`src/fpr_defines.vh`:
```
// Register offsets, field positions, reset values and constants of the packet receiver
`ifndef FPR_DEFINES_VH
`define FPR_DEFINES_VH
`define FPR_OFF_PKT_CFG      12'h108
`define FPR_OFF_SYNC_LO      12'h10C
`define FPR_OFF_SYNC_MID     12'h10D
`define FPR_OFF_SYNC_HI      12'h10E
`define FPR_OFF_SYNC_CFG     12'h10F
`define FPR_OFF_PRE_CFG      12'h111
`define FPR_OFF_RADIO_CFG    12'h13E
`define FPR_OFF_CORR_CFG     12'h305
`define FPR_OFF_PRE_QUAL     12'h3F3
`define FPR_OFF_FC_CFG       12'h3F7
`define FPR_OFF_RX_BASE      12'h400
`define FPR_OFF_EV_MASK_A    12'h401
`define FPR_OFF_EV_MASK_B    12'h402
`define FPR_OFF_STATUS       12'h403
`define FPR_OFF_RAM_RD       12'h404
`define FPR_OFF_RX_LEN       12'h405
`define FPR_BIT_CRC_BYPASS   0
`define FPR_BIT_AGC_HOLD     5
`define FPR_BIT_SKIP_PRE     6
`define FPR_PRE_LEVEL_HI     3
`define FPR_SYNC_LEN_HI      4
`define FPR_SYNC_TOL_HI      6
`define FPR_SYNC_TOL_LO      5
`define FPR_FC_HI            1
`define FPR_RST_PRE_CFG      8'h0C
`define FPR_RST_SYNC_CFG     8'h18
`define FPR_RST_QUAL         8'h01
`define FPR_RST_ZERO         8'h00
`define FPR_MODE_FSK_PKT     8'h04
`define FPR_FC_HOLD_QUAL     2'h3
`define FPR_PRE_PATTERN      24'hAAAAAA
`define FPR_PRE_PAIRS        4'hC
`define FPR_SEARCH_BITS      6'h20
`define FPR_CRC_INIT         16'h0000
`define FPR_CRC_POLY         16'h1021
`define FPR_EV_SYNC          0
`define FPR_EV_GOOD          1
`define FPR_EV_FRAME         2
`define FPR_EV_CRC_ERR       3
`endif

```
`src/fpr_receiver.v`:
```
// GFSK/FSK packet-mode receive manager: preamble, sync word, payload store, CRC
// What this block does
// - Packet mode only when operation select is 4
// - Preamble mandatory unless bypass bit set, never written to store
// - Three-byte sliding window against 0xAA pattern
// - Pairs judged; only b10 is correct
// - Level field sets minimum correct pairs out of 12
// - Level drop before qualification restarts detection
// - Qualification byte count from host register
// - Freeze frequency correction on qualification, mode 3
// - Freeze gain on detection when bit set
// - Sync search four bytes, then store payload
// - Search timeout releases holds, back to preamble
// - Bypass bit disables preamble detection and qualification
// - Sync match gives byte alignment, sync stripped
// - Sync pattern MSB first from high register
// - Sync compare length 1 to 24 bits
// - Sync tolerance zero to three bit errors
// - Event on sync match; none for preamble
// - Payload first byte at start pointer
// - Bypass bit 0 verifies 16-bit CRC
// - Good CRC raises good-packet event, masked twice
// - Bypass 1 stores CRC, no good-packet event
//
// Chosen here: the APB slave port.
`timescale 1ns/1ns
`include "fpr_defines.vh"
module fpr_receiver #(
    parameter AW = 8,
    parameter MAX_LEN = 8'hFF
) (
    input  wire        pclk,
    input  wire        presetn,
    input  wire        psel,
    input  wire        penable,
    input  wire        pwrite,
    input  wire [13:0] paddr,
    input  wire [31:0] pwdata,
    output reg  [31:0] prdata,
    output reg         pready,
    output reg         pslverr,
    input  wire        rx_bit,
    input  wire        rx_bit_valid,
    input  wire        rx_active,
    output reg         agc_hold,
    output reg         afc_hold,
    output reg         event_a,
    output reg         event_b,
    output reg         pkt_done
);
    localparam S_PRE  = 5'h01;
    localparam S_QUAL = 5'h02;
    localparam S_SYNC = 5'h04;
    localparam S_LEN  = 5'h08;
    localparam S_DATA = 5'h10;

    reg [7:0]  pkt_cfg_r, sync_lo_r, sync_mid_r, sync_hi_r, sync_cfg_r, pre_cfg_r;
    reg [7:0]  radio_cfg_r, corr_cfg_r, qual_cnt_r, fc_cfg_r, rx_base_r;
    reg [7:0]  mask_a_r, mask_b_r, ev_r, ram_ptr_r, rx_len_r;
    reg [7:0]  ram_r [0:(1<<AW)-1];
    reg [4:0]  state_r;
    reg [23:0] shreg_r;
    reg [2:0]  bitcnt_r;
    reg [7:0]  bytecnt_r;
    reg [5:0]  search_r;
    reg [7:0]  len_r;
    reg [7:0]  wptr_r;
    reg [15:0] crc_r;
    reg        in_pre_r;
    reg        pair_ph_r;

    wire        pkt_mode  = (radio_cfg_r == `FPR_MODE_FSK_PKT);
    wire        skip_pre  = pre_cfg_r[`FPR_BIT_SKIP_PRE];
    wire [3:0]  pre_level = pre_cfg_r[`FPR_PRE_LEVEL_HI:0];
    wire        crc_byp   = pkt_cfg_r[`FPR_BIT_CRC_BYPASS];
    wire [23:0] sh_nxt    = {shreg_r[22:0], rx_bit};
    wire [7:0]  byte_nxt  = sh_nxt[7:0];

    // Count b10 pairs over the 24-bit window, 12 pairs
    function [3:0] good_pairs;
        input [23:0] w;
        integer i;
        begin
            good_pairs = 4'h0;
            for (i = 0; i < 12; i = i + 1)
                if (w[2*i+1 +: 1] == 1'b1 && w[2*i] == 1'b0)
                    good_pairs = good_pairs + 4'h1;
        end
    endfunction

    // Mismatches over the low len bits; pattern is MSB-first from the high byte
    function [4:0] sync_errs;
        input [23:0] w;
        input [23:0] pat;
        input [4:0]  len;
        integer i;
        begin
            sync_errs = 5'h00;
            for (i = 0; i < 24; i = i + 1)
                if (i < len && w[i] != pat[i])
                    sync_errs = sync_errs + 5'h01;
        end
    endfunction

    function [15:0] crc_bit;
        input [15:0] c;
        input        b;
        begin
            crc_bit = {c[14:0], 1'b0} ^ ((c[15] ^ b) ? `FPR_CRC_POLY : 16'h0000);
        end
    endfunction

    // Zero length would compare nothing; clamp to the 1..24 the window holds
    function [4:0] sync_len;
        input [4:0] f;
        begin
            if (f == 5'h00)
                sync_len = 5'h01;
            else if (f > 5'h18)
                sync_len = 5'h18;
            else
                sync_len = f;
        end
    endfunction

    // One decode for both directions, so reads and writes refuse the same holes
    function reg_mapped;
        input [11:0] idx;
        begin
            case (idx)
                `FPR_OFF_PKT_CFG,
                `FPR_OFF_SYNC_LO,
                `FPR_OFF_SYNC_MID,
                `FPR_OFF_SYNC_HI,
                `FPR_OFF_SYNC_CFG,
                `FPR_OFF_PRE_CFG,
                `FPR_OFF_RADIO_CFG,
                `FPR_OFF_CORR_CFG,
                `FPR_OFF_PRE_QUAL,
                `FPR_OFF_FC_CFG,
                `FPR_OFF_RX_BASE,
                `FPR_OFF_EV_MASK_A,
                `FPR_OFF_EV_MASK_B,
                `FPR_OFF_STATUS,
                `FPR_OFF_RAM_RD,
                `FPR_OFF_RX_LEN:    reg_mapped = 1'b1;
                default:            reg_mapped = 1'b0;
            endcase
        end
    endfunction

    wire [3:0]  pairs    = good_pairs(sh_nxt ^ `FPR_PRE_PATTERN ^ 24'hAAAAAA);
    wire        pre_hit  = (pre_level != 4'h0) && (pairs >= pre_level);
    wire [4:0]  slen     = sync_len(sync_cfg_r[`FPR_SYNC_LEN_HI:0]);
    // Right-align the pattern so the last-sent bit lands in the window's LSB
    wire [23:0] spat     = {sync_hi_r, sync_mid_r, sync_lo_r} >> (5'd24 - slen);
    wire        sync_hit = sync_errs(sh_nxt, spat, slen) <=
                           {3'h0, sync_cfg_r[`FPR_SYNC_TOL_HI:`FPR_SYNC_TOL_LO]};
    wire        byte_end = (bitcnt_r == 3'h7);
    // Events raised this cycle; they must survive a same-cycle W1C clear
    wire        eng_bit  = pkt_mode && rx_active && rx_bit_valid;
    wire        ev_syncw = eng_bit && (state_r == S_SYNC) && sync_hit;
    wire        pkt_end  = eng_bit && (state_r == S_DATA) && byte_end && (len_r == 8'h01) && !crc_byp;
    wire        crc_ok   = (crc_bit(crc_r, rx_bit) == 16'h0000);
    wire [7:0]  ev_set   = {4'h0, pkt_end && !crc_ok, ev_syncw, pkt_end && crc_ok, ev_syncw};
    wire        bus_acc  = psel && penable;
    wire [11:0] widx     = paddr[13:2];

    integer k;
    always @(posedge pclk or negedge presetn) begin
        if (!presetn) begin
            pkt_cfg_r   <= `FPR_RST_ZERO;
            sync_lo_r   <= `FPR_RST_ZERO;
            sync_mid_r  <= `FPR_RST_ZERO;
            sync_hi_r   <= `FPR_RST_ZERO;
            sync_cfg_r  <= `FPR_RST_SYNC_CFG;
            pre_cfg_r   <= `FPR_RST_PRE_CFG;
            radio_cfg_r <= `FPR_RST_ZERO;
            corr_cfg_r  <= `FPR_RST_ZERO;
            qual_cnt_r  <= `FPR_RST_QUAL;
            fc_cfg_r    <= `FPR_RST_ZERO;
            rx_base_r   <= `FPR_RST_ZERO;
            mask_a_r    <= `FPR_RST_ZERO;
            mask_b_r    <= `FPR_RST_ZERO;
            ev_r        <= `FPR_RST_ZERO;
            ram_ptr_r   <= `FPR_RST_ZERO;
            rx_len_r    <= `FPR_RST_ZERO;
            prdata      <= 32'h00000000;
            pready      <= 1'b0;
            pslverr     <= 1'b0;
            agc_hold    <= 1'b0;
            afc_hold    <= 1'b0;
            event_a     <= 1'b0;
            event_b     <= 1'b0;
            pkt_done    <= 1'b0;
            state_r     <= S_PRE;
            shreg_r     <= 24'h000000;
            bitcnt_r    <= 3'h0;
            bytecnt_r   <= 8'h00;
            search_r    <= 6'h00;
            len_r       <= 8'h00;
            wptr_r      <= 8'h00;
            crc_r       <= `FPR_CRC_INIT;
            in_pre_r    <= 1'b0;
            pair_ph_r   <= 1'b0;
            for (k = 0; k < (1<<AW); k = k + 1)
                ram_r[k] <= 8'h00;
        end else begin
            pready   <= 1'b0;
            pslverr  <= 1'b0;
            pkt_done <= 1'b0;
            event_a  <= |(ev_r & mask_a_r);
            event_b  <= |(ev_r & mask_b_r);

            // Receive engine; bus clear below is applied last, hardware set wins
            if (!pkt_mode || !rx_active) begin
                state_r  <= S_PRE;
                agc_hold <= 1'b0;
                afc_hold <= 1'b0;
                bitcnt_r <= 3'h0;
                in_pre_r  <= 1'b0;
                pair_ph_r <= 1'b0;
            end else if (rx_bit_valid) begin
                shreg_r  <= sh_nxt;
                bitcnt_r <= bitcnt_r + 3'h1;
                case (state_r)
                    S_PRE: begin
                        if (skip_pre) begin
                            state_r <= S_SYNC;
                        end else if (pre_hit) begin
                            state_r   <= S_QUAL;
                            bytecnt_r <= 8'h00;
                            pair_ph_r <= 1'b0;
                            bitcnt_r  <= 3'h0;
                            if (pre_cfg_r[`FPR_BIT_AGC_HOLD])
                                agc_hold <= 1'b1;
                        end
                    end
                    S_QUAL: begin
                        // Odd shifts of the pattern always read as 01 pairs; judge on pair ends only
                        pair_ph_r <= ~pair_ph_r;
                        if (pair_ph_r && !pre_hit) begin
                            state_r  <= S_PRE;
                            agc_hold <= 1'b0;
                        end else if (byte_end) begin
                            bytecnt_r <= bytecnt_r + 8'h01;
                            if (bytecnt_r + 8'h01 >= qual_cnt_r) begin
                                state_r <= S_SYNC;
                                search_r <= 6'h00;
                                in_pre_r <= 1'b1;
                                if (fc_cfg_r[`FPR_FC_HI:0] == `FPR_FC_HOLD_QUAL)
                                    afc_hold <= 1'b1;
                            end
                        end
                    end
                    S_SYNC: begin
                        // Window opens only once the preamble pattern stops
                        pair_ph_r <= ~pair_ph_r;
                        if (in_pre_r && pair_ph_r && !pre_hit)
                            in_pre_r <= 1'b0;
                        if (!in_pre_r && !skip_pre)
                            search_r <= search_r + 6'h01;
                        if (sync_hit) begin
                            state_r <= S_LEN;
                            bitcnt_r <= 3'h0;
                            crc_r   <= `FPR_CRC_INIT;
                            ev_r[`FPR_EV_SYNC]  <= 1'b1;
                            ev_r[`FPR_EV_FRAME] <= 1'b1;
                            wptr_r  <= rx_base_r;
                        end else if (!skip_pre && !in_pre_r &&
                                     search_r >= `FPR_SEARCH_BITS - 6'h01) begin
                            state_r  <= S_PRE;
                            agc_hold <= 1'b0;
                            afc_hold <= 1'b0;
                        end
                        // With bypass, no window bound applies
                    end
                    S_LEN: begin
                        crc_r <= crc_bit(crc_r, rx_bit);
                        if (byte_end) begin
                            len_r    <= byte_nxt;
                            rx_len_r <= byte_nxt;
                            ram_r[wptr_r[AW-1:0]] <= byte_nxt;
                            wptr_r   <= wptr_r + 8'h01;
                            // Empty or oversize frames must not leave the holds frozen
                            if (byte_nxt == 8'h00 || byte_nxt > MAX_LEN) begin
                                state_r  <= S_PRE;
                                agc_hold <= 1'b0;
                                afc_hold <= 1'b0;
                            end else begin
                                state_r  <= S_DATA;
                            end
                        end
                    end
                    S_DATA: begin
                        // CRC covers length, data and received check word
                        crc_r <= crc_bit(crc_r, rx_bit);
                        if (byte_end) begin
                            ram_r[wptr_r[AW-1:0]] <= byte_nxt;
                            wptr_r <= wptr_r + 8'h01;
                            len_r  <= len_r - 8'h01;
                            if (len_r == 8'h01) begin
                                state_r  <= S_PRE;
                                pkt_done <= 1'b1;
                                agc_hold <= 1'b0;
                                afc_hold <= 1'b0;
                                if (!crc_byp) begin
                                    if (crc_bit(crc_r, rx_bit) == 16'h0000)
                                        ev_r[`FPR_EV_GOOD] <= 1'b1;
                                    else
                                        ev_r[`FPR_EV_CRC_ERR] <= 1'b1;
                                end
                            end
                        end
                    end
                    default: state_r <= S_PRE;
                endcase
            end

            // APB slave: one wait state, answers in the second access cycle
            if (bus_acc && !pready) begin
                pready <= 1'b1;
                prdata <= 32'h00000000;
                pslverr <= !reg_mapped(widx);
                if (pwrite) begin
                    case (widx)
                        `FPR_OFF_PKT_CFG:   pkt_cfg_r   <= pwdata[7:0];
                        `FPR_OFF_SYNC_LO:   sync_lo_r   <= pwdata[7:0];
                        `FPR_OFF_SYNC_MID:  sync_mid_r  <= pwdata[7:0];
                        `FPR_OFF_SYNC_HI:   sync_hi_r   <= pwdata[7:0];
                        `FPR_OFF_SYNC_CFG:  sync_cfg_r  <= pwdata[7:0];
                        `FPR_OFF_PRE_CFG:   pre_cfg_r   <= pwdata[7:0];
                        `FPR_OFF_RADIO_CFG: radio_cfg_r <= pwdata[7:0];
                        `FPR_OFF_CORR_CFG:  corr_cfg_r  <= pwdata[7:0];
                        `FPR_OFF_PRE_QUAL:  qual_cnt_r  <= pwdata[7:0];
                        `FPR_OFF_FC_CFG:    fc_cfg_r    <= pwdata[7:0];
                        `FPR_OFF_RX_BASE:   rx_base_r   <= pwdata[7:0];
                        `FPR_OFF_EV_MASK_A: mask_a_r    <= pwdata[7:0];
                        `FPR_OFF_EV_MASK_B: mask_b_r    <= pwdata[7:0];
                        `FPR_OFF_STATUS:    ev_r        <= (ev_r & ~pwdata[7:0]) | ev_set;  // Set wins
                        `FPR_OFF_RAM_RD:    ram_ptr_r   <= pwdata[7:0];
                        `FPR_OFF_RX_LEN:    ;
                        default:            ;
                    endcase
                end else begin
                    case (widx)
                        `FPR_OFF_PKT_CFG:   prdata[7:0] <= pkt_cfg_r;
                        `FPR_OFF_SYNC_LO:   prdata[7:0] <= sync_lo_r;
                        `FPR_OFF_SYNC_MID:  prdata[7:0] <= sync_mid_r;
                        `FPR_OFF_SYNC_HI:   prdata[7:0] <= sync_hi_r;
                        `FPR_OFF_SYNC_CFG:  prdata[7:0] <= sync_cfg_r;
                        `FPR_OFF_PRE_CFG:   prdata[7:0] <= pre_cfg_r;
                        `FPR_OFF_RADIO_CFG: prdata[7:0] <= radio_cfg_r;
                        `FPR_OFF_CORR_CFG:  prdata[7:0] <= corr_cfg_r;
                        `FPR_OFF_PRE_QUAL:  prdata[7:0] <= qual_cnt_r;
                        `FPR_OFF_FC_CFG:    prdata[7:0] <= fc_cfg_r;
                        `FPR_OFF_RX_BASE:   prdata[7:0] <= rx_base_r;
                        `FPR_OFF_EV_MASK_A: prdata[7:0] <= mask_a_r;
                        `FPR_OFF_EV_MASK_B: prdata[7:0] <= mask_b_r;
                        `FPR_OFF_STATUS:    prdata[7:0] <= ev_r;
                        `FPR_OFF_RAM_RD: begin
                            prdata[7:0] <= ram_r[ram_ptr_r[AW-1:0]];
                            ram_ptr_r   <= ram_ptr_r + 8'h01;
                        end
                        `FPR_OFF_RX_LEN:    prdata[7:0] <= rx_len_r;
                        default:            ;
                    endcase
                end
            end
        end
    end
endmodule // fpr_receiver

```
`config.mk`:
```
export PLATFORM = sky130hd
export DESIGN_NAME = fpr_receiver
export DESIGN_NICKNAME = d
export VERILOG_FILES = /design/src/fpr_receiver.v
export VERILOG_INCLUDE_DIRS = /design/src
export SDC_FILE = /design/constraint.sdc
export NUM_CORES = 2
export LEC_CHECK = 0
export BUFFER_PORTS_ARGS = -buffer_cell sky130_fd_sc_hd__buf_2
export CORE_MARGIN = 2
export CORE_UTILIZATION = 45
export CTS_BUF_LIST = sky130_fd_sc_hd__clkbuf_8
export DETAILED_ROUTE_END_ITERATION = 16
export GPL_TIMING_DRIVEN = 0
export PLACE_DENSITY_LB_ADDON = 0.15
export SYNTH_ARGS = -nofsm -noshare
export SYNTH_HDL_FRONTEND = slang
export SYNTH_SLANG_ARGS = --single-unit
```
`constraint.sdc`:
```
create_clock -name pclk -period 47.7 [get_ports pclk]
set_clock_uncertainty 0.1 [all_clocks]
set_input_delay 2.385 -clock pclk [delete_from_list [all_inputs] [get_ports pclk]]
set_output_delay 2.385 -clock pclk [all_outputs]
set_load 0.02 [all_outputs]
```
==> impl_metrics.prom <==
# TYPE chip_impl_metric gauge
chip_impl_metric{name="drc_errors",unit=""} 0
chip_impl_metric{name="route.vias.total",unit=""} 69800
chip_impl_metric{name="synth.cell_area",unit="mm^2"} 0.109
chip_impl_metric{name="drt-vias-per-instance",unit=""} 6.15
chip_impl_metric{name="p_leak",unit="nW"} 58.3
chip_impl_metric{name="post-place-cells",unit=""} 10600
chip_impl_info{name="failed_checks",value="max-capacitance violations, max-slew violations"} 1
chip_impl_info{name="tritoncts",value="yes"} 1
chip_impl_metric{name="post-route-cell-area",unit="mm^2"} 0.122
chip_impl_metric{name="floorplan.die_area",unit="mm^2"} 0.246
chip_impl_metric{name="peakVddDrop",unit="mV"} 0.0326
chip_impl_metric{name="clock_buffer_count_from_cts",unit=""} 405
chip_impl_info{name="reg.largest.list",value="ram_r x2048, shreg_r x23, crc_r x16"} 1
chip_impl_metric{name="htree_levels",unit=""} 5
chip_impl_info{name="regMostFlops",value="ram_r"} 1
chip_impl_metric{name="grt_first_pass_wirelength",unit="mm"} 523
chip_impl_metric{name="synth_edf_count",unit=""} 0
chip_impl_metric{name="clock.fmax",unit="MHz"} 47.8
chip_impl_info{name="cpMaxStageDelayCell",value="sky130_fd_sc_hd__dfstp_2"} 1
chip_impl_metric{name="power.density_cell_area",unit="mW/mm^2"} 31.0
chip_impl_info{name="unrepaired_setup_endpoints_after_global_routing",value="false"} 1
chip_impl_metric{name="die_w",unit="um"} 496
chip_impl_info{name="critPathMostFrequentCell",value="sky130_fd_sc_hd__ha_1"} 1
chip_impl_metric{name="cp.required",unit="ps"} 48530
chip_impl_metric{name="slew_headroom",unit=""} -0.0398
chip_impl_metric{name="die_h",unit="um"} 496
chip_impl_metric{name="number_of_drc_markers_in_iteration_0",unit=""} 6826
chip_impl_metric{name="final_layout_size_suffix_gt1_frac",unit=""} 0.455
chip_impl_metric{name="synth.avg_cell_area",unit="um^2"} 14.8
chip_impl_metric{name="totalNegativeSetupSlack",unit="ps"} 0
chip_impl_info{name="outcome",value="finished, violations left"} 1
chip_impl_metric{name="globalRouteTotalUtil",unit=""} 0.298
chip_impl_metric{name="timing.max_cap.violations",unit=""} 8
chip_impl_info{name="cp-end-kind",value="register"} 1
chip_impl_info{name="yosys.area.top_type",value="sky130_fd_sc_hd__dfrtp_1"} 1
chip_impl_metric{name="postLayoutCoreUtil",unit=""} 0.508
chip_impl_metric{name="path_buf_inv",unit=""} 18
chip_impl_metric{name="dpl.hpwl",unit="mm"} 258
chip_impl_info{name="ys_top_cells_by_count",value="sky130_fd_sc_hd__dfrtp_1 (2264), sky130_fd_sc_hd__mux2_2 (2177), sky130_fd_sc_hd__mux4_2 (695)"} 1
chip_impl_metric{name="netlist_instances",unit=""} 7349
chip_impl_metric{name="rows",unit=""} 180
chip_impl_metric{name="placedInstanceArea",unit="mm^2"} 0.114
chip_impl_metric{name="synth.distinct_cells",unit=""} 98
chip_impl_metric{name="holdBufCountCts",unit=""} 0
chip_impl_info{name="cts_root_buffer",value="sky130_fd_sc_hd__clkbuf_8"} 1
chip_impl_info{name="leading_cell_type_by_number_of_instances_after_synthesis",value="sky130_fd_sc_hd__dfrtp_1"} 1
chip_impl_metric{name="ant_nets",unit=""} 0
chip_impl_info{name="path_delay_family",value="adder cells"} 1
chip_impl_metric{name="yosys.area.top_type_share",unit=""} 0.519
chip_impl_metric{name="fin_crit",unit="ps"} 20930
chip_impl_metric{name="cpPeakStageDelay",unit="ps"} 520
chip_impl_metric{name="yosys_warnings",unit=""} 0
chip_impl_info{name="synth.area.top_cells",value="sky130_fd_sc_hd__dfrtp_1 (52%), sky130_fd_sc_hd__mux2_2 (22%), sky130_fd_sc_hd__mux4_2 (14%)"} 1
chip_impl_metric{name="post_drt_wl_per_cell",unit="um"} 32.3
chip_impl_metric{name="drt_first_pass_iters",unit=""} 8
chip_impl_metric{name="start_util",unit=""} 0.453
chip_impl_metric{name="fin_cells",unit=""} 11300
chip_impl_metric{name="tightestPinTransition",unit="ps"} 1560
chip_impl_metric{name="synth_sequential_area_ratio",unit=""} 0.521
chip_impl_metric{name="final_slew_violations",unit=""} 66
chip_impl_metric{name="fin_nets",unit=""} 7966
chip_impl_info{name="worst_hold_check_path_type",value="reg2reg"} 1
chip_impl_metric{name="floorplan.io_pins",unit=""} 93
chip_impl_info{name="ys.flop_type",value="sky130_fd_sc_hd__dfrtp_1"} 1
chip_impl_metric{name="numPortBuffers",unit=""} 39
chip_impl_metric{name="async_reset_ff_frac",unit=""} 1.00
chip_impl_metric{name="synth_to_final_area_change",unit="%"} 12.0
chip_impl_metric{name="antenna_found_initial",unit=""} 33
chip_impl_metric{name="finalSetupViolCount",unit=""} 0
chip_impl_metric{name="finalHoldViolCount",unit=""} 0
chip_impl_metric{name="synth_seq_cells",unit=""} 2270
chip_impl_metric{name="post_cts.repair.setup_buffers",unit=""} 0
chip_impl_metric{name="gp_congestion",unit=""} 0.923
chip_impl_metric{name="cts_buffer_depth",unit=""} 4
chip_impl_metric{name="clk_pin_slew",unit="ps"} 60
chip_impl_metric{name="core",unit="mm^2"} 0.241
chip_impl_info{name="worst-setup-path-type",value="reg2reg"} 1
chip_impl_metric{name="clock_sinks",unit=""} 2270
chip_impl_metric{name="maximum_number_of_pins_on_one_net_before_global_route_repair",unit=""} 174
chip_impl_metric{name="post_cts_resize_count",unit=""} 0
chip_impl_metric{name="worst_skew_pair.late_latency",unit="ps"} 1130
chip_impl_metric{name="detail_route.wirelength",unit="mm"} 366
chip_impl_metric{name="largest_register_ffs",unit=""} 2048
chip_impl_info{name="startpoint_type",value="register"} 1
chip_impl_metric{name="min_period_over_period",unit=""} 0.439
chip_impl_metric{name="critical_path.max_fanout",unit=""} 10
chip_impl_metric{name="cp.arrival",unit="ps"} 21760
chip_impl_metric{name="overflow",unit=""} 0
chip_impl_metric{name="first_global_vias",unit=""} 71000
==> cell families (layout without fill, tap and decap cells) <==
| family | Yosys count | after routing | synth area share |
|---|---|---|---|
| buffers and inverters | 615 | 1378 | 0.0223 |
| DFF | 2270 | 2270 | 0.521 |
| xor gates and xnor gates | 125 | 125 | 0.0120 |
| adders and majority gates | 60 | 60 | 0.00688 |
| and+or+nand+nor | 945 | 945 | 0.0399 |
| AOI/OAI and AO/OA | 427 | 427 | 0.0267 |
| muxes | 2906 | 2906 | 0.371 |
| other | 1 | 49 | 0.0000344 |
==> final timing paths <==
| check | startpoint | endpoint | slack, ps | depth (start not counted) |
|---|---|---|---|---|
| worst min register to register | prdata[0] | prdata[0] | 380 | 1 |
| worst max register to register | sync_cfg_r[4] | crc_r[11] | 26770 | 95 |
| min in group asynchronous | presetn | ram_r[1181] | 1160 | 1 |
| max in group asynchronous | presetn | ram_r[73] | 41580 | 7 |
| worst min-delay path | prdata[0] | prdata[0] | 380 | 1 |
| worst max-delay path | sync_cfg_r[4] | crc_r[11] | 26770 | 95 |
==> worst register-to-register path: cells and delay by family, from the launching register on <==
family          cells  cell delay, ps
buf+inv            18            3560
mux                11            3390
simple gates       21            2960
compound gates     20            3100
fa+ha+maj          24            7010
xor+xnor            1             160
flops               1             520
==> placed cells by master, fill, tap and decap left out, types with 19 or more instances in the layout <==
master	n
sky130_fd_sc_hd__xor2_1	35
sky130_fd_sc_hd__o22ai_1	33
sky130_fd_sc_hd__buf_2	85
sky130_fd_sc_hd__conb_1	24
sky130_fd_sc_hd__buf_4	26
sky130_fd_sc_hd__mux2i_1	30
sky130_fd_sc_hd__nand4_1	22
sky130_fd_sc_hd__mux4_2	695
sky130_fd_sc_hd__nor3_1	62
sky130_fd_sc_hd__a21oi_1	86
sky130_fd_sc_hd__buf_16	22
sky130_fd_sc_hd__clkbuf_8	502
sky130_fd_sc_hd__a222oi_1	19
sky130_fd_sc_hd__nand3_1	56
sky130_fd_sc_hd__mux2_2	2177
sky130_fd_sc_hd__o21ai_0	86
sky130_fd_sc_hd__ha_1	60
sky130_fd_sc_hd__clkbuf_2	76
sky130_fd_sc_hd__nor2_1	115
sky130_fd_sc_hd__inv_1	215
sky130_fd_sc_hd__nand2_1	484
sky130_fd_sc_hd__diode_2	25
sky130_fd_sc_hd__nor2b_1	29
sky130_fd_sc_hd__xnor2_1	72
sky130_fd_sc_hd__clkbuf_1	372
sky130_fd_sc_hd__a22oi_1	38
sky130_fd_sc_hd__nand2b_1	36
sky130_fd_sc_hd__clkinv_2	35
sky130_fd_sc_hd__and2_1	33
sky130_fd_sc_hd__and3_1	21
sky130_fd_sc_hd__dfrtp_1	2264
==> metal layers <==
layer	wire length, um	GRT usage	vias up
met5	69	0	-
met4	18700	0.138	12
met3	27000	0.0658	794
met2	168000	0.455	2819
met1	153000	0.408	37600
li1	-	-	28600
==> area by class of cell <==
class	instances	area, um^2
multi-input combinational	4487	50000
fill	20400	119000
inverter	75	284
timing repair buffer	73	1010
clock buffer	502	6910
antenna	25	62.6
buffer	540	2290
sequential	2270	56800
tap	3185	3990
clock inverter	188	911
==> stage by stage <==
step                      setup slack [ps]  hold slack (ps)  power, W
after floorplan                      29500              351   0.00198
after global placement               -6160              360   0.00203
after detailed placement             26190              371   0.00203
after CTS                            26840              385   0.00382
after global routing                 25190              395   0.00391
final                                26770              382   0.00379
==> where the power goes <==
group | leakage (nW) | internal (W) | switching (W) | total (W)
registers | 31.6 | 0.00193 | 0.000000183 | 0.00193
clock network | 4.59 | 0.000966 | 0.000824 | 0.00179
logic | 22.1 | 0.0000110 | 0.0000580 | 0.0000690
Note: power is estimated with default switching activity, not from simulation.
